**config.mk**
```make
export PLATFORM = sky130hd
export DESIGN_NAME = child_count_decrement_leaf
export DESIGN_NICKNAME = d
export VERILOG_FILES = /design/src/child_count_pkg.sv /design/src/operand_check.sv /design/src/child_count_decrement_leaf.sv
export VERILOG_INCLUDE_DIRS = /design/src
export SDC_FILE = /design/constraint.sdc
export NUM_CORES = 1
export LEC_CHECK = 0
export ABC_AREA = 1
export BUFFER_PORTS_ARGS = -buffer_cell sky130_fd_sc_hd__buf_4
export CAP_MARGIN = 10
export CORE_AREA = 2 2 319 321
export CTS_BUF_LIST = sky130_fd_sc_hd__clkbuf_16
export DETAILED_ROUTE_END_ITERATION = 16
export DIE_AREA = 0 0 321 323
export GPL_TIMING_DRIVEN = 1
export PLACE_DENSITY = 0.62
export RECOVER_POWER = 50
export SKIP_CTS_REPAIR_TIMING = 1
export SYNTH_ARGS = -nofsm -noshare
export SYNTH_HDL_FRONTEND = slang
export SYNTH_SLANG_ARGS = --single-unit
```
**constraint.sdc**
```tcl
create_clock -name i_clk_sys -period 16.57 [get_ports i_clk_sys]
set_input_delay 4.1425 -clock i_clk_sys [delete_from_list [all_inputs] [get_ports i_clk_sys]]
set_output_delay 4.1425 -clock i_clk_sys [all_outputs]
set_load 0.005 [all_outputs]
```
**src/child_count_decrement_leaf_regs.svh**
```systemverilog
// constants of the child-page counter decrement leaf
// assumes a 100 MHz core clock and a 48-bit canonical linear space
// Summary of operation
// - leaf index 00H selects decrement; needs feature bit EAX[5], both modes
// - refuse the operation unless current privilege level is 0
// - both linear addresses use data segment; overrides are ignored
// - target is read/write non-enclave access; control page enclave read
// - 32-bit mode: operand beyond data segment limit gives protection fault
// - 32-bit mode: unusable data segment gives protection fault
// - 64-bit mode: non-canonical operand address gives protection fault
// - target address not 4K aligned gives protection fault
// - translation or access fault on either operand gives page fault
// - page fault unless target is valid regular, thread, trimmed or control page
// - page fault when second operand is not a control-structure page
// - protection fault when target owner differs from second operand page
// - shared target, concurrent control page; busy target reports page conflict
// - atomic decrement; underflow leaves counter, sets flag, invalid-counter status
// - flag set on conflict or underflow, else cleared with status zero
// - distinct page-conflict status when another page op holds the page
`ifndef CHILD_COUNT_DECREMENT_LEAF_REGS_SVH
`define CHILD_COUNT_DECREMENT_LEAF_REGS_SVH

`define CDL_LEAF_DECREMENT   32'h0000_0000
`define CDL_CPL_KERNEL       2'h0
`define CDL_PAGE_OFFS_MASK   64'h0000_0000_0000_0FFF
`define CDL_PAGE_LAST        32'h0000_0FFF
`define CDL_VA_TOP_BIT       47
`define CDL_PT_CONTROL       3'h0
`define CDL_PT_THREAD        3'h1
`define CDL_PT_REGULAR       3'h2
`define CDL_PT_TRIMMED       3'h3
`define CDL_STATUS_OK        64'h0000_0000_0000_0000
`define CDL_STATUS_CONFLICT  64'h0000_0000_0000_0001
`define CDL_STATUS_INV_CNT   64'h0000_0000_0000_0002
`define CDL_PFEC_PROT_PAGE   32'h0000_8000
`define CDL_CNT_ZERO         64'h0000_0000_0000_0000
`define CDL_CNT_ONE          64'h0000_0000_0000_0001

`endif

```
**src/child_count_pkg.sv**
```systemverilog
// types of the child-page counter decrement leaf
// assumes the constants header sits in the include path
`include "child_count_decrement_leaf_regs.svh"
package child_count_pkg;
   typedef logic [63:0] addr_t;
   typedef logic [2:0]  ptype_t;

   typedef enum logic [2:0] {
      ST_IDLE, ST_XLAT_T, ST_XLAT_S, ST_CHECK, ST_CNT_RD, ST_CNT_WR, ST_DONE
   } leaf_state_e;

   typedef struct packed {
      leaf_state_e st;
      addr_t       lin_t;
      addr_t       lin_s;
      addr_t       t_phys;
      addr_t       t_owner;
      ptype_t      t_type;
      logic        t_valid;
      logic        t_busy;
      addr_t       s_phys;
      ptype_t      s_type;
      addr_t       cnt_wdata;
      logic        zf;
      addr_t       status;
      logic        gp;
      logic        pf;
      addr_t       pf_addr;
   } leaf_state_s;

   // upper bits must all repeat the top implemented bit
   function automatic logic is_canonical(input addr_t a);
      is_canonical = (&a[63:`CDL_VA_TOP_BIT]) || !(|a[63:`CDL_VA_TOP_BIT]);
   endfunction
endpackage

```
**src/operand_check.sv**
```systemverilog
// linear address forming and protection checks on both operands
// assumes segment state is stable while a request is offered
`timescale 1ns/1ns
`default_nettype none
`include "child_count_decrement_leaf_regs.svh"
module operand_check
   import child_count_pkg::*;
(
   input  wire logic                   i_mode64,
   input  wire child_count_pkg::addr_t i_ds_base,
   input  wire logic [31:0]            i_ds_limit,
   input  wire logic                   i_ds_unusable,
   input  wire child_count_pkg::addr_t i_first_operand_register,
   input  wire child_count_pkg::addr_t i_second_operand_register,
   output logic                        o_gp,
   output child_count_pkg::addr_t      o_lin_t,
   output child_count_pkg::addr_t      o_lin_s
);
   logic [32:0] end_t;
   logic [32:0] end_s;
   logic        limit_bad;

   always_comb begin
      if (i_mode64) begin
         o_lin_t = i_first_operand_register;
         o_lin_s = i_second_operand_register;
      end else begin
         o_lin_t = {32'h0000_0000, i_ds_base[31:0] + i_first_operand_register[31:0]};
         o_lin_s = {32'h0000_0000, i_ds_base[31:0] + i_second_operand_register[31:0]};
      end
      end_t = {1'b0, i_first_operand_register[31:0]} + {1'b0, `CDL_PAGE_LAST};
      end_s = {1'b0, i_second_operand_register[31:0]} + {1'b0, `CDL_PAGE_LAST};
      limit_bad = (end_t > {1'b0, i_ds_limit}) || (end_s > {1'b0, i_ds_limit});
      o_gp = 1'b0;
      if (!i_mode64 && (limit_bad || i_ds_unusable)) begin
         o_gp = 1'b1;
      end
      if (i_mode64 && !(is_canonical(i_first_operand_register)
                        && is_canonical(i_second_operand_register))) begin
         o_gp = 1'b1;
      end
      if ((i_first_operand_register & `CDL_PAGE_OFFS_MASK) != 64'h0) begin
         o_gp = 1'b1;
      end
   end
endmodule
`default_nettype wire

```
**src/child_count_decrement_leaf.sv**
```systemverilog
// child-page counter decrement leaf: checks, page lookups, locked decrement
// assumes a page lookup port and a locked counter port answering by ack
`timescale 1ns/1ns
`default_nettype none
`include "child_count_decrement_leaf_regs.svh"
module child_count_decrement_leaf
   import child_count_pkg::*;
(
   input  wire logic                    i_clk_sys,
   input  wire logic                    i_rst_n,
   input  wire logic                    i_req_valid,
   output logic                         o_req_ready,
   input  wire logic [31:0]             i_leaf_index,
   input  wire logic                    i_feature_en,
   input  wire logic [1:0]              i_cpl,
   input  wire logic                    i_mode64,
   input  wire logic                    i_seg_override,
   input  wire child_count_pkg::addr_t  i_ds_base,
   input  wire logic [31:0]             i_ds_limit,
   input  wire logic                    i_ds_unusable,
   input  wire child_count_pkg::addr_t  i_first_operand_register,
   input  wire child_count_pkg::addr_t  i_second_operand_register,
   output logic                         o_xlat_req,
   output child_count_pkg::addr_t       o_xlat_addr,
   output logic                         o_xlat_write,
   output logic                         o_xlat_enclave,
   input  wire logic                    i_xlat_ack,
   input  wire logic                    i_xlat_fault,
   input  wire logic                    i_xlat_in_cache,
   input  wire child_count_pkg::addr_t  i_xlat_phys,
   input  wire logic                    i_page_valid,
   input  wire child_count_pkg::ptype_t i_page_type,
   input  wire child_count_pkg::addr_t  i_page_owner,
   input  wire logic                    i_page_busy,
   output logic                         o_target_shared,
   output logic                         o_cnt_lock,
   output logic                         o_cnt_rd,
   output logic                         o_cnt_wr,
   output child_count_pkg::addr_t       o_cnt_addr,
   output child_count_pkg::addr_t       o_cnt_wdata,
   input  wire logic                    i_cnt_ack,
   input  wire child_count_pkg::addr_t  i_cnt_value,
   output logic                         o_done,
   output logic                         o_general_protection_fault,
   output logic                         o_page_fault,
   output child_count_pkg::addr_t       o_pf_addr,
   output logic [31:0]                  o_pf_error_code,
   output logic                         o_zero_result_flag,
   output child_count_pkg::addr_t       o_status_return_register
);
   leaf_state_s s_q;
   leaf_state_s s_d;
   logic        rst_meta_q;
   logic        rst_sync_n_q;
   logic        chk_gp;
   addr_t       lin_t;
   addr_t       lin_s;
   logic        taken;
   logic        type_ok;
   addr_t       owner;

   always_ff @(posedge i_clk_sys or negedge i_rst_n) begin
      if (!i_rst_n) begin
         rst_meta_q   <= 1'b0;
         rst_sync_n_q <= 1'b0;
      end else begin
         rst_meta_q   <= 1'b1;
         rst_sync_n_q <= rst_meta_q;
      end
   end

   // segment overrides never reach the address path
   operand_check u_check (
      .i_mode64                  (i_mode64),
      .i_ds_base                 (i_ds_base),
      .i_ds_limit                (i_ds_limit),
      .i_ds_unusable             (i_ds_unusable),
      .i_first_operand_register  (i_first_operand_register),
      .i_second_operand_register (i_second_operand_register),
      .o_gp                      (chk_gp),
      .o_lin_t                   (lin_t),
      .o_lin_s                   (lin_s)
   );

   assign o_req_ready = (s_q.st == ST_IDLE);
   assign taken = i_req_valid && o_req_ready && i_feature_en
                  && (i_leaf_index == `CDL_LEAF_DECREMENT);

   always_comb begin
      // faults never touch flag or status
      s_d = s_q;
      type_ok = (s_q.t_type == `CDL_PT_REGULAR) || (s_q.t_type == `CDL_PT_THREAD)
                || (s_q.t_type == `CDL_PT_TRIMMED) || (s_q.t_type == `CDL_PT_CONTROL);
      owner = (s_q.t_type == `CDL_PT_CONTROL) ? s_q.t_phys : s_q.t_owner;
      case (s_q.st)
         ST_IDLE: begin
            if (taken) begin
               s_d.gp    = 1'b0;
               s_d.pf    = 1'b0;
               s_d.lin_t = lin_t;
               s_d.lin_s = lin_s;
               if (i_cpl != `CDL_CPL_KERNEL || chk_gp) begin
                  s_d.gp = 1'b1;
                  s_d.st = ST_DONE;
               end else begin
                  s_d.st = ST_XLAT_T;
               end
            end
         end
         ST_XLAT_T: begin
            if (i_xlat_ack) begin
               s_d.t_phys  = i_xlat_phys;
               s_d.t_owner = i_page_owner;
               s_d.t_type  = i_page_type;
               s_d.t_valid = i_page_valid;
               s_d.t_busy  = i_page_busy;
               if (i_xlat_fault || !i_xlat_in_cache) begin
                  s_d.pf      = 1'b1;
                  s_d.pf_addr = s_q.lin_t;
                  s_d.st      = ST_DONE;
               end else begin
                  s_d.st = ST_XLAT_S;
               end
            end
         end
         ST_XLAT_S: begin
            if (i_xlat_ack) begin
               s_d.s_phys = i_xlat_phys;
               s_d.s_type = i_page_type;
               if (i_xlat_fault || !i_xlat_in_cache) begin
                  s_d.pf      = 1'b1;
                  s_d.pf_addr = s_q.lin_s;
                  s_d.st      = ST_DONE;
               end else begin
                  s_d.st = ST_CHECK;
               end
            end
         end
         ST_CHECK: begin
            s_d.st = ST_DONE;
            if (s_q.t_busy) begin
               s_d.zf     = 1'b1;
               s_d.status = `CDL_STATUS_CONFLICT;
            end else if (!s_q.t_valid || !type_ok) begin
               s_d.pf      = 1'b1;
               s_d.pf_addr = s_q.lin_t;
            end else if (s_q.s_type != `CDL_PT_CONTROL) begin
               s_d.pf      = 1'b1;
               s_d.pf_addr = s_q.lin_s;
            end else if (owner != s_q.s_phys) begin
               s_d.gp = 1'b1;
            end else begin
               s_d.st = ST_CNT_RD;
            end
         end
         ST_CNT_RD: begin
            if (i_cnt_ack) begin
               if (i_cnt_value == `CDL_CNT_ZERO) begin
                  s_d.zf     = 1'b1;
                  s_d.status = `CDL_STATUS_INV_CNT;
                  s_d.st     = ST_DONE;
               end else begin
                  s_d.cnt_wdata = i_cnt_value - `CDL_CNT_ONE;
                  s_d.st        = ST_CNT_WR;
               end
            end
         end
         ST_CNT_WR: begin
            if (i_cnt_ack) begin
               s_d.zf     = 1'b0;
               s_d.status = `CDL_STATUS_OK;
               s_d.st     = ST_DONE;
            end
         end
         ST_DONE: begin
            s_d.st = ST_IDLE;
         end
         default: begin
            s_d.st = ST_IDLE;
         end
      endcase
   end

   always_ff @(posedge i_clk_sys or negedge rst_sync_n_q) begin
      if (!rst_sync_n_q) begin
         s_q <= '0;
      end else begin
         s_q <= s_d;
      end
   end

   assign o_xlat_req      = (s_q.st == ST_XLAT_T) || (s_q.st == ST_XLAT_S);
   assign o_xlat_addr     = (s_q.st == ST_XLAT_S) ? s_q.lin_s : s_q.lin_t;
   assign o_xlat_write    = (s_q.st == ST_XLAT_T);
   assign o_xlat_enclave  = (s_q.st == ST_XLAT_S);
   assign o_target_shared = (s_q.st != ST_IDLE) && (s_q.st != ST_DONE);
   assign o_cnt_lock      = (s_q.st == ST_CNT_RD) || (s_q.st == ST_CNT_WR);
   assign o_cnt_rd        = (s_q.st == ST_CNT_RD);
   assign o_cnt_wr        = (s_q.st == ST_CNT_WR);
   assign o_cnt_addr      = s_q.s_phys;
   assign o_cnt_wdata     = s_q.cnt_wdata;
   assign o_done          = (s_q.st == ST_DONE);
   assign o_general_protection_fault = o_done && s_q.gp;
   assign o_page_fault    = o_done && s_q.pf;
   assign o_pf_addr       = s_q.pf_addr;
   assign o_pf_error_code = s_q.pf ? `CDL_PFEC_PROT_PAGE : 32'h0000_0000;
   assign o_zero_result_flag       = s_q.zf;
   assign o_status_return_register = s_q.status;
endmodule
`default_nettype wire

```
======== Word level (Yosys, flattened, before mapping) ========
Index checks and enable logic that the tools add are counted.
storage, ports and cells
  bits in registers ....................... 528
  latch bits .............................. 0
  RAM bits ................................ 0
  memory bits (read-only) ................. 0
  input port bits ......................... 466
  output and inout bits ................... 364
  word-level logic and storage cells ...... 146
  memories ................................ 0
operators by class
  add/subtract/negate cells ............... 5
  $mul .................................... 0
  div/mod/pow operators ................... 0
  magnitude comparators ................... 2
  eq/ne operators ......................... 25
  shift-type cells ........................ 0
  multiplexer cells ....................... 42
  bitwise gates (word level) .............. 1
  reductions and logical operators ........ 53
operators with widths
  kind                                                   number
  2-to-1 mux 65 bit                                      10
  2-to-1 mux 64 bit                                      4
  case mux 65 bit (3 select lines)                       1
  case mux 64 bit (3 select lines)                       1
  2-to-1 mux 131 bit                                     1
  adder 32 x 12 -> 33 bit, second input constant         2
  > comparator 33 x 32 -> 1 bit                          2
  2-to-1 mux 66 bit                                      1
  adder 32 bit                                           2
  zero test 64 bit                                       1
  inequality test 64 bit                                 1
  nonzero test 64 bit                                    1
  subtractor 64 x 1 -> 64 bit, second input constant     1
  AND reduction 17 bit                                   2
  OR reduction 17 bit                                    2
  zero test 32 bit                                       1
  2-to-1 mux 3 bit                                       10
  case mux 3 bit (6 select lines)                        1
  2-to-1 mux 16 bit                                      1
  inequality test 2 x 1 -> 1 bit, second input constant  8
  == test 3 x 2 -> 1 bit, second input constant          4
  logical OR 1 bit                                       12
  nonzero test 3 bit                                     4
  inequality test 2 bit, second input constant           5
  19 further kinds                                       50

======== Longest topological paths before layout ========
Gate-level depths: netlist (run 1).
  depth after elaboration ................. 12
  depth in mapped cells ................... 29
  gate-level depth less buffers ........... 29

======== Cells and area by module ========
Synthesis (run 1) repeated with hierarchy kept, for this count alone.
second synthesis, totals
  cell total of the unflattened synthesis .. 4936
  area, all modules ....................... 34381.7 um^2
modules (own cells, without submodules)
  module                      instances  cells an instance  area each (um^2)
  child_count_decrement_leaf  1          3392               25841.0
  operand_check               1          1544               8540.7

======== Least setup slack after synthesis (run 1) ========
Ideal clock, no wire load.
  path type ............................... input to register
  start ................................... in i_first_operand_register[0]
  end ..................................... reg s_q[525] in the netlist's numbering
  arrival ................................. 6999 ps
  required time ........................... 16453 ps
  path slack .............................. 9454 ps
  cell stages on the path ................. 28
  path buffers ............................ 0
  cells stage by stage .................... inv_1 -> ha_1 -> nand2_1 -> nor2_1 -> nand3_1 -> nor2_1 -> nand2_1 -> nand2_1 -> nor2_1 -> nand2_1 -> inv_1 -> nand4_1 -> nor3_1 -> xor2_1 -> ha_1 -> nand2_1 -> nor4_1 -> nand2_1 -> nor4_1 -> nand3_1 -> nand2_1 -> nand3_1 -> nand2_1 -> nand2_1 -> nand2_1 -> nand2_1 -> nand2_1 -> nand2_1
between the ends
  cells in the longest elaborated chain, start to end .. 12
RTL lines
  what                               line                               text
  start: declaration                 child_count_decrement_leaf.sv:21   input wire child_count_pkg::addr_t i_first_operand_register,
  adder 32 x 12 -> 33 bit            operand_check.sv:31                end_t = {1'b0, i_first_operand_register[31:0]} + {1'b0, `CDL_PAGE_LAST};
  > comparator 33 x 32 -> 1 bit      operand_check.sv:33                limit_bad = (end_t > {1'b0, i_ds_limit}) || (end_s > {1'b0, i_ds_limit});
  logical OR 1 bit                   operand_check.sv:33
  logical OR 1 bit                   operand_check.sv:35                if (!i_mode64 && (limit_bad || i_ds_unusable)) begin
  logical AND 1 bit                  operand_check.sv:35
  2-to-1 mux 1 bit                   operand_check.sv:35
  2-to-1 mux 1 bit                   operand_check.sv:38                if (i_mode64 && !(is_canonical(i_first_operand_register)
  2-to-1 mux 1 bit *                 operand_check.sv:42                if ((i_first_operand_register & `CDL_PAGE_OFFS_MASK) != 64'h0) begin
  logical OR 1 bit *                 child_count_decrement_leaf.sv:102  if (i_cpl != `CDL_CPL_KERNEL || chk_gp) begin
  2-to-1 mux 3 bit *                 child_count_decrement_leaf.sv:102
  2-to-1 mux 131 bit *               child_count_decrement_leaf.sv:97   if (taken) begin
  case mux 3 bit (6 select lines) *  child_count_decrement_leaf.sv:95   case (s_q.st)
  end signal: assignment             child_count_decrement_leaf.sv:186  s_q <= '0;
  end signal: assignment             child_count_decrement_leaf.sv:188  s_q <= s_d;
  end: declaration                   child_count_decrement_leaf.sv:51   leaf_state_s s_q;
Mark *: on every way between the ends. The rest lies on a longest branch, timed or not. The select of a mux whose other input is x is not followed.
A chain may end at the register's enable or synchronous reset.

==> reports/metrics.csv, run 1 <==
metric,value,unit
drt-initial-drc-count,2263,
fin_area,38300,sq um
holdWs,0.358,ns
postSynthAreaPerCell,7.39,sq um
vias_per_cell,4.95,
synth_warnings,0,
placed_cells,6016,
drive_gt1_share,17.1,%
fmax,112,MHz
fillers,10600,
gp_congestion,0.974,
switching_share,38.2,%
synth-seq-cells,466,
status,finished with violations,
dieArea,104000,sq um
rows,117,
p_per_area,125,nW/um^2
fp.coreArea,101000,sq um
htree_levels,2,
drc,0,
cts_tree,done,
p_sw,1.82,mW
fp.dieH,323,um
hpwlAfterDp,95900,um
numCtsBuffers,53,
yosysTopAreaCellShare,36.3,%
nets,5359,
wl_per_cell,20.0,um
critPathBufInv,1,
setup-violations-final,0,
slowest_stage,clkbuf_1,
final_cells,6118,
crit_fanout,135,
power.internal,2.95,mW
syn_to_final_growth,19.0,%
p_leak,19.0,nW
hold_viol,0,
violations,"max-capacitance violations, max-slew violations",
grt_usage,22.7,%
pwr-share-seq,36.3,%
cp-end-kind,asynchronous set/reset pin,
antenna_found_initial,14,
max-vdd-ir-drop,0.0000832,V
worst_pin_slew,7.64,ns
critPathRequiredTime,15.38,ns
ios,830,
num_vias,30300,
drv_slew,386,
relSlewSlack,-409,%
yosysTopAreaCell,dfrtp_1,
clock_latency,0.61,ns
combPwrFrac,39.0,%
start_util,31.9,%
critical_path_class,flop to asynchronous set/reset pin,
critPathMaxStageDelay,5.28,ns
ys_seq_area_share,36.3,%
synth_area,32100,sq um
fin_setup_tns,0,ns
hold_path_class,flop to flop,
finalClockSkew,0.0216,ns
grt_pass1_vias,29000,
grt_max_degree,154,
grt_overflow,0,
path_clk_slew,0.06,ns
cts_root_buffer,clkbuf_16,
io_buffers,703,
synth.area.top_cells,"dfrtp_1 36%, nand2_1 12%, buf_4 6.9%",
start_kind,flop,
syn_inst,4353,
min_period_over_period,54.0,%
crit_chain,clkbuf_1,
final_antenna_net_count,0,
clock_path_buffers,3,
rsz0062_at_grt,false,
p_clk_share,24.8,%
critPathTopFamily,buffers and inverters,
die_width,321,um
wirelength,123000,um
first_pass_iters,5,
drv_cap,5,
place_area,36700,sq um
yosys.cell_types.count,60,
period_minus_slack,8.95,ns
clock_sinks,466,
grt_pass1_wl,179000,um
crit_arrival,7.75,ns
[final timing paths]
path / cells after the start / end / slack (ns) / start
worst min-delay path: 0 / rst_sync_n_q / 0.36 / rst_meta_q
max in group i_clk_sys: 4 / o_cnt_addr[57] / 8.41 / i_xlat_ack
worst max register to register: 1 / o_cnt_addr[9] / 7.62 / rst_sync_n_q
min in group asynchronous: 0 / o_cnt_wdata[1] / 0.76 / rst_sync_n_q
worst max-delay path: 1 / o_cnt_addr[9] / 7.62 / rst_sync_n_q
worst min register to register: 0 / rst_sync_n_q / 0.36 / rst_meta_q
[area by class of cell]
| class | count | area [sq um] | share of cell area (%) |
|---|---|---|---|
| multi-input cells | 3060 | 16200 | 42.4 |
| flip-flops and latches | 466 | 11700 | 30.5 |
| repair buffers | 725 | 5320 | 13.9 |
| inverters | 456 | 1720 | 4.48 |
| well taps | 1309 | 1640 | 4.28 |
| clock buffers | 54 | 1350 | 3.53 |
| clock inverters | 41 | 349 | 0.913 |
| diodes | 7 | 17.5 | 0.0458 |
[kinds of logic after synthesis]
group	after synthesis	synth area share, %
adders and majority gates	131	5.15
and+or+nand+nor	1738	22.4
buffers and inverters	919	14.5
AOI/OAI and AO/OA	883	15.7
DFF	466	36.3
xor gates and xnor gates	201	5.48
other	2	0.0234
muxes	13	0.451
[cell usage after synthesis, drive strengths merged]
cell type / count
xor2: 107
o211ai: 84
a21o: 15
o21a: 4
and3: 3
ha: 129
or2: 4
a22oi: 10
clkbuf: 124
fa: 2
and2: 4
conb: 2
o21ai: 443
a21boi: 3
a31oi: 5
o21bai: 10
a41o: 1
a31o: 1
a41oi: 64
nor4b: 2
a211oi: 1
buf: 339
inv: 456
mux2: 12
nor3b: 2
nor4: 30
nand3b: 2
o31ai: 4
nand3: 157
o2111ai: 1
nand4: 41
xnor2: 94
nor3: 54
o22ai: 3
nor2: 430
dfrtp: 466
mux2i: 1
o41ai: 2
or4: 5
nand2: 1004
a221oi: 1
a21oi: 231
[registers in the layout, summed over array words and instances (netlist names)]
register and cells:
o_zero_result_flag 1, o_cnt_wdata 64, o_pf_addr 64, rst_meta_q 1
rst_sync_n_q 1, o_cnt_addr 64, o_status_return_register 2, s_q 269
[layout by cell type (no fill, tap or decap), types with 6 or more instances in the layout]
cell type	synthesis	routed
a21o_1	15	15
a21oi_1	231	231
a22oi_1	10	10
a41oi_1	64	64
buf_4	296	661
bufinv_16	0	6
clkbuf_1	123	37
clkbuf_16	0	54
clkbuf_4	0	26
clkinv_1	0	8
clkinv_2	0	12
conb_1	2	94
dfrtp_1	466	466
diode_2	0	7
ha_1	129	129
inv_1	451	462
mux2_2	12	12
nand2_1	999	998
nand3_1	157	157
nand4_1	39	39
nor2_1	419	416
nor2_4	5	8
nor3_1	47	47
nor4_1	29	29
o211ai_1	84	84
o21ai_0	419	419
o21ai_1	18	18
o21ai_2	6	6
o21bai_1	10	10
xnor2_1	94	94
xor2_1	107	107
[power groups by stage]
| stage | clock, mW | sequential (mW) | combinational (mW) |
|---|---|---|---|
| global placement | 0 | 1.74 | 1.89 |
| CTS | 1.21 | 1.73 | 1.92 |
| finish | 1.18 | 1.73 | 1.86 |
| floorplan | 0 | 1.69 | 1.38 |
| detailed placement | 0 | 1.75 | 1.91 |
| global route | 1.26 | 1.78 | 2.08 |
[per-layer routing]
metal / wire, um / global-route usage (%) / vias up / part of all wire [%]
met5: 85 / 0 / - / 0.069
met4: 4300 / 7.61 / 14 / 3.5
met3: 9710 / 4.90 / 202 / 7.9
met2: 57700 / 38.2 / 1165 / 47
met1: 50700 / 28.7 / 14200 / 41
li1: - / - / 14700 / -
[through the flow]
step	power (mW)	worst slack [ns]	utilization (%)
6_report	4.78	7.62	38.0
3_5_place_dp	3.66	7.85	36.4
5_1_grt	5.11	5.99	38.0
2_1_floorplan	3.07	2.62	-
3_3_place_gp	3.63	7.86	36.4
4_1_cts	4.86	8.47	38.1
Power figures use the tool's default switching activity.
==> inputs of run 2 (changes only) <==
- PLACE_DENSITY: 0.62 -> 0.64
- clock period: 16.57 -> 7.15 ns (I/O delays scaled with it)
==> run 2 against run 1 <==
Net effect: the run still ends with max-capacitance violations, max-slew violations left; sequential share of layout area shrank 0.14 points; non-clock buffer count grew 6; clock power grew 140%; combinational power grew 140%; cell count grew 0.11%; global-route usage grew 0.39 points; sequential power grew 130%; core utilization grew 0.18 points; die area is the same; first-iteration DRC count grew 10%; critical path type is now flop to output pin; largest power group unchanged.
==> reports/metrics.csv, run 2 (synthesis gave the netlist of run 1 again) <==
metric,value,unit,change
status,finished with violations,,
violations,"max-capacitance violations, max-slew violations",,
grt_usage,23.1,%,+0.39 points
crit_arrival,4.11,ns,-3.64 ns
min-delay-start,rst_meta_q,,
crit_chain,nor2_1 > inv_1 > nor2_1 > clkbuf_1 > inv_1 > nand2_1 > buf_4,,
drv_slew,605,,+57%
hold_path_class,flop to flop,,
cp-end-kind,output pin,,
fp.coreArea,101000,sq um,unchanged
p_leak,19.1,nW,+0.45%
num_vias,30700,,+1.5%
hold_viol,0,,unchanged
grt_pass1_vias,29100,,+0.41%
fmax,170,MHz,
ios,830,,unchanged
antenna_found_initial,10,,-4
crit_fanout,24,,-82%
min_period_over_period,82.5,%,
worst_pin_slew,3.66,ns,-3.98 ns
busiest_layer,met2,,
hpwlAfterDp,97100,um,+1.2%
fin_setup_tns,0,ns,unchanged
holdPathStages,0,,unchanged
grt_use_met3,5.71,%,+0.81 points
rsz0062_at_grt,false,,
io_buffers,703,,unchanged
setup_ws,1.25,ns,-6.37 ns
critPathBufInv,4,,+3
grt_pass1_wl,182000,um,+1.2%
grtUsageMet2,37.5,%,-0.78 points
clock_latency,0.65,ns,+0.04 ns
first_pass_iters,5,,unchanged
wirelength,124000,um,+1.5%
numCtsBuffers,58,,+9.4%
clock_path_buffers,3,,unchanged
cts_root_buffer,clkbuf_16,,
whs_endpoint,rst_sync_n_q,,
start_kind,flop,,
drive_gt1_share,17.4,%,+0.25 points
wl_per_cell,20.3,um,+1.4%
drc,0,,unchanged
htree_levels,2,,unchanged
start_util,31.9,%,unchanged
post-place-ws,1.04,ns,-6.81 ns
final_cell_mix,"998 x nand2_1, 671 x buf_4, 466 x dfrtp_1, 462 x inv_1, 419 x o21ai_0",,
largest_reg_flops,269,,unchanged
fp.dieH,323,um,unchanged
critical_path_class,flop to output pin,,
drt-initial-drc-count,2493,,+10%
setup-violations-final,0,,unchanged
gp_congestion,1.01,,+3.7%
drv_cap,8,,+3
r2r_slack,1.57,ns,-6.05 ns
syn_to_final_growth,19.6,%,
max-vdd-ir-drop,0.000205,V,+150%
relSlewSlack,-144,%,+270 points
nets,5370,,+0.21%
p_per_area,293,nW/um^2,+130%
critPathRequiredTime,5.36,ns,-10.02 ns
r2r_end,o_pf_addr[44],,
clock_sinks,466,,unchanged
power,11.3,mW,+140%
r2r_cells,12,,+11
layout_commonest_cell,nand2_1,,
period_minus_slack,5.90,ns,
dieArea,104000,sq um,unchanged
largest-register,s_q,,
final_antenna_net_count,0,,unchanged
die_width,321,um,unchanged
cts_tree,done,,
path_clk_slew,0.05,ns,about the same
slowest_stage,clkbuf_1,,
critPathTopFamily,buffers and inverters,,
vias_per_cell,5.02,,+1.4%
grt_max_degree,151,,-1.9%
rows,117,,unchanged
grt_util_met1,29.3,%,+0.54 points
grt_overflow,0,,unchanged
fillers,10600,,-0.51%
rr_startpoint,s_q[525],,
critPathMaxStageDelay,1.10,ns,-4.18 ns
finalClockSkew,0.0419,ns,+0.0204 ns
[run 2: changes by cell type in the layout (fill, tap and decap cells not counted), moves of 2 or more]
cell       before  now
inv_2           4    2
clkbuf_16      54   59
clkbuf_1       37   34
clkinv_2       12   10
clkbuf_4       26   21
buf_12          1    3
clkinv_4        0    3
inv_6           0    4
buf_4         661  671
diode_2         7    2
[run 2: how the worst max path moves through the flow]
stage / cells after the start / endpoint / startpoint
floorplan: 28 / s_q[525] / i_first_operand_register[0]
global placement: 29 / s_q[525] / i_first_operand_register[0]
detailed placement: 29 / s_q[525] / i_first_operand_register[0]
CTS: 29 / s_q[525] / i_first_operand_register[0]
global route: 1 / s_q[387] / rst_sync_n_q
finish: 7 / o_xlat_req / s_q[525]
[run 2: report_power, final]
part / total, mW / switching (mW) / internal [mW]
logic: 4.38 / 2.55 / 1.82
registers: 4.00 / 0.524 / 3.47
clock network: 2.89 / 1.22 / 1.67
[run 2: routing by layer]
| layer | vias up | part of all wire [%] |
|---|---|---|
| met5 | - | 0.092 |
| met4 | 16 | 4.4 |
| met3 | 240 | 9.5 |
| met2 | 1326 | 46 |
| met1 | 14400 | 40 |
| li1 | 14700 | - |
[run 2: worst register-to-register path, stage by stage (launching register included)]
cell and delay [ns]:
dfrtp_1 0.42, nor2_1 0.14, inv_1 0.27, nor2_1 0.96, clkbuf_1 1.10, inv_1 0.26, nand2_1 0.20, a21oi_1 0.05
a211oi_1 0.21, nand2_1 0.18, inv_4 0.58, buf_4 0.81, a41oi_1 0.25
[run 2: final cells by class]
cell class,count,area (sq um),area share (%)
antenna,2,5.00,0.0130
timing repair buffer,731,5390,14.0
inverter,456,1720,4.47
clock inverter,42,349,0.908
clock buffer,59,1480,3.84
multi-input combinational,3060,16200,42.1
tap,1309,1640,4.26
sequential,466,11700,30.3
[run 2: through the flow]
| step | util, % | hold slack [ns] | instances | cell area [sq um] |
|---|---|---|---|---|
| detailed placement | 36.5 | 0.336 | 6022 | 36800 |
| floorplan | - | 0.331 | 4445 | 32500 |
| global route | 38.2 | 0.354 | 6124 | 38400 |
| CTS | 38.3 | 0.348 | 6123 | 38600 |
| global placement | 36.5 | 0.335 | 6022 | 36800 |
| finish | 38.2 | 0.345 | 6125 | 38400 |
==> inputs of run 3 (changes only) <==
- PLACE_DENSITY: 0.64 -> 0.62
- clock period: 7.15 -> 5.65 ns (I/O delays scaled with it)
==> run 3 against run 2 <==
Net effect: the flow still finishes with violations (max-capacitance violations, max-slew violations); combinational power grew 28%; routed wire length rose by 0.32%; critical path depth up 21; cell area rose by 0.59%; largest power group unchanged; sequential cell count did not move; largest cell class unchanged.
==> reports/metrics.csv, run 3 (synthesis gave the netlist of run 1 again) <==
metric,value,unit,change
wl_per_cell,20.3,um,+0.10%
numCtsBuffers,56,,-3.4%
fillers,10600,,-0.038%
drv_cap,4,,-4
power,14.2,mW,+26%
drc,0,,unchanged
switching_share,38.1,%,-0.075 points
min_period_over_period,86.3,%,
cp-end-kind,flop,,
clock_sinks,466,,unchanged
cp-startpoint,i_first_operand_register[0],,
p_leak,19.3,nW,+0.95%
fin_area,38700,sq um,+0.59%
regArea,11700,sq um,unchanged
crit_end,s_q[523],,
io_buffers,703,,unchanged
largest_reg_flops,269,,unchanged
grt_pass1_vias,29200,,+0.24%
cp_common_cell,nand2_1,,
wirelength,125000,um,+0.32%
slowest_stage,ha_1,,
start_kind,primary input,,
rows,117,,unchanged
hold_viol,0,,unchanged
vias_per_cell,4.98,,-0.71%
fp.coreArea,101000,sq um,unchanged
start_util,31.9,%,unchanged
violations,"max-capacitance violations, max-slew violations",,
r2r_end,o_cnt_addr[58],,
clock_path_buffers,3,,unchanged
p_clk_share,25.1,%,-0.6 points
multi_input_area,16200,sq um,about the same
post-place-ws,0.129,ns,-0.907 ns
dieArea,104000,sq um,unchanged
worst_pin_slew,2.55,ns,-1.11 ns
final_antenna_net_count,0,,unchanged
fin_util,38.4,%,+0.22 points
num_vias,30600,,-0.50%
htree_levels,2,,unchanged
path_clk_slew,0.06,ns,about the same
fin_setup_tns,0,ns,unchanged
relSlewSlack,-69.8,%,+74 points
pwr-share-seq,35.5,%,about the same
r2r_slack,1.02,ns,-0.55 ns
fmax,205,MHz,
grt_usage,23.1,%,+0.062 points
setup-violations-final,0,,unchanged
setup_ws,0.774,ns,-0.480 ns
layout_commonest_cell,nand2_1,,
max-vdd-ir-drop,0.000250,V,+22%
nets,5383,,+0.24%
place_area,37000,sq um,+0.54%
clock_latency,0.64,ns,about the same
largest-register,s_q,,
status,finished with violations,,
critPathMaxStageDelay,0.35,ns,-0.75 ns
drv_slew,224,,-63%
p_per_area,368,nW/um^2,+26%
first_pass_iters,6,,+1
min-delay-start,rst_meta_q,,
crit_arrival,5.45,ns,+1.34 ns
critPathRequiredTime,6.22,ns,+0.86 ns
crit_fanout,5,,-79%
period_minus_slack,4.88,ns,
r2r_cells,2,,-10
cts_tree,done,,
grt_max_degree,141,,-6.6%
critical_path_class,primary input to flop,,
grt_overflow,0,,unchanged
drt-initial-drc-count,2295,,-7.9%
hold_path_class,flop to flop,,
cts_root_buffer,clkbuf_16,,
syn_to_final_growth,20.3,%,
power.internal,8.81,mW,+26%
ios,830,,unchanged
finalClockSkew,0.0213,ns,-0.0206 ns
gp_congestion,0.984,,-2.6%
rsz0062_at_grt,false,,
combPwrFrac,39.5,%,+0.6 points
grt_pass1_wl,183000,um,+0.54%
final_cell_mix,"998 x nand2_1, 724 x buf_4, 466 x inv_1, 466 x dfrtp_1, 419 x o21ai_0",,
fp.dieH,323,um,unchanged
antenna_found_initial,7,,-3
drive_gt1_share,18.1,%,+0.70 points
p_sw,5.42,mW,+26%
hpwlAfterDp,98300,um,+1.3%
rr_startpoint,rst_sync_n_q,,
die_width,321,um,unchanged
## run 3: worst min path at each step
stage                         endpoint  slack, ns  cells after the start
after floorplan           rst_sync_n_q       0.33                      0
after global placement    rst_sync_n_q       0.33                      0
after detailed placement  rst_sync_n_q       0.34                      0
after CTS                 rst_sync_n_q       0.35                      0
after global routing      rst_sync_n_q       0.37                      0
final                     rst_sync_n_q       0.35                      0
## run 3: final cells by class
cell class              count  area share (%)
diodes                      1         0.00647
clock inverters            42           0.812
clock buffers              58            3.75
multi-input cells        3060            41.9
flip-flops and latches    466            30.2
repair buffers            746            14.7
inverters                 456            4.44
well taps                1309            4.24
## run 3: power by group through the flow
stage          Combinational, mW  Sequential [mW]  Clock (mW)
4_1_cts                     5.69             5.05        3.68
5_1_grt                     6.25             5.19        3.80
3_3_place_gp                5.62             5.06           0
6_report                    5.62             5.05        3.57
2_1_floorplan               4.05             4.94           0
3_5_place_dp                5.67             5.10           0
## run 3: worst max-delay path, delay by kind of cell
kind                       cells  cell delay (ns)
and+or+nand+nor               22             2.99
buffers and inverters          3             0.33
adders and majority gates      2             0.57
xor gates and xnor gates       1             0.15
## run 3: through the flow
stage | hold WS, ns | std cells
floorplan | 0.331 | 4445
global placement | 0.334 | 6037
detailed placement | 0.336 | 6037
CTS | 0.350 | 6137
global route | 0.367 | 6137
finish | 0.351 | 6138
## run 3: per-layer routing
layer | vias to the layer above | GRT usage [%] | share of wire, %
li1 | 14800 | - | -
met1 | 14400 | 28.8 | 40
met2 | 1204 | 38.7 | 47
met3 | 189 | 6.15 | 9.5
met4 | 12 | 7.55 | 3.3
met5 | - | 0 | 0.061
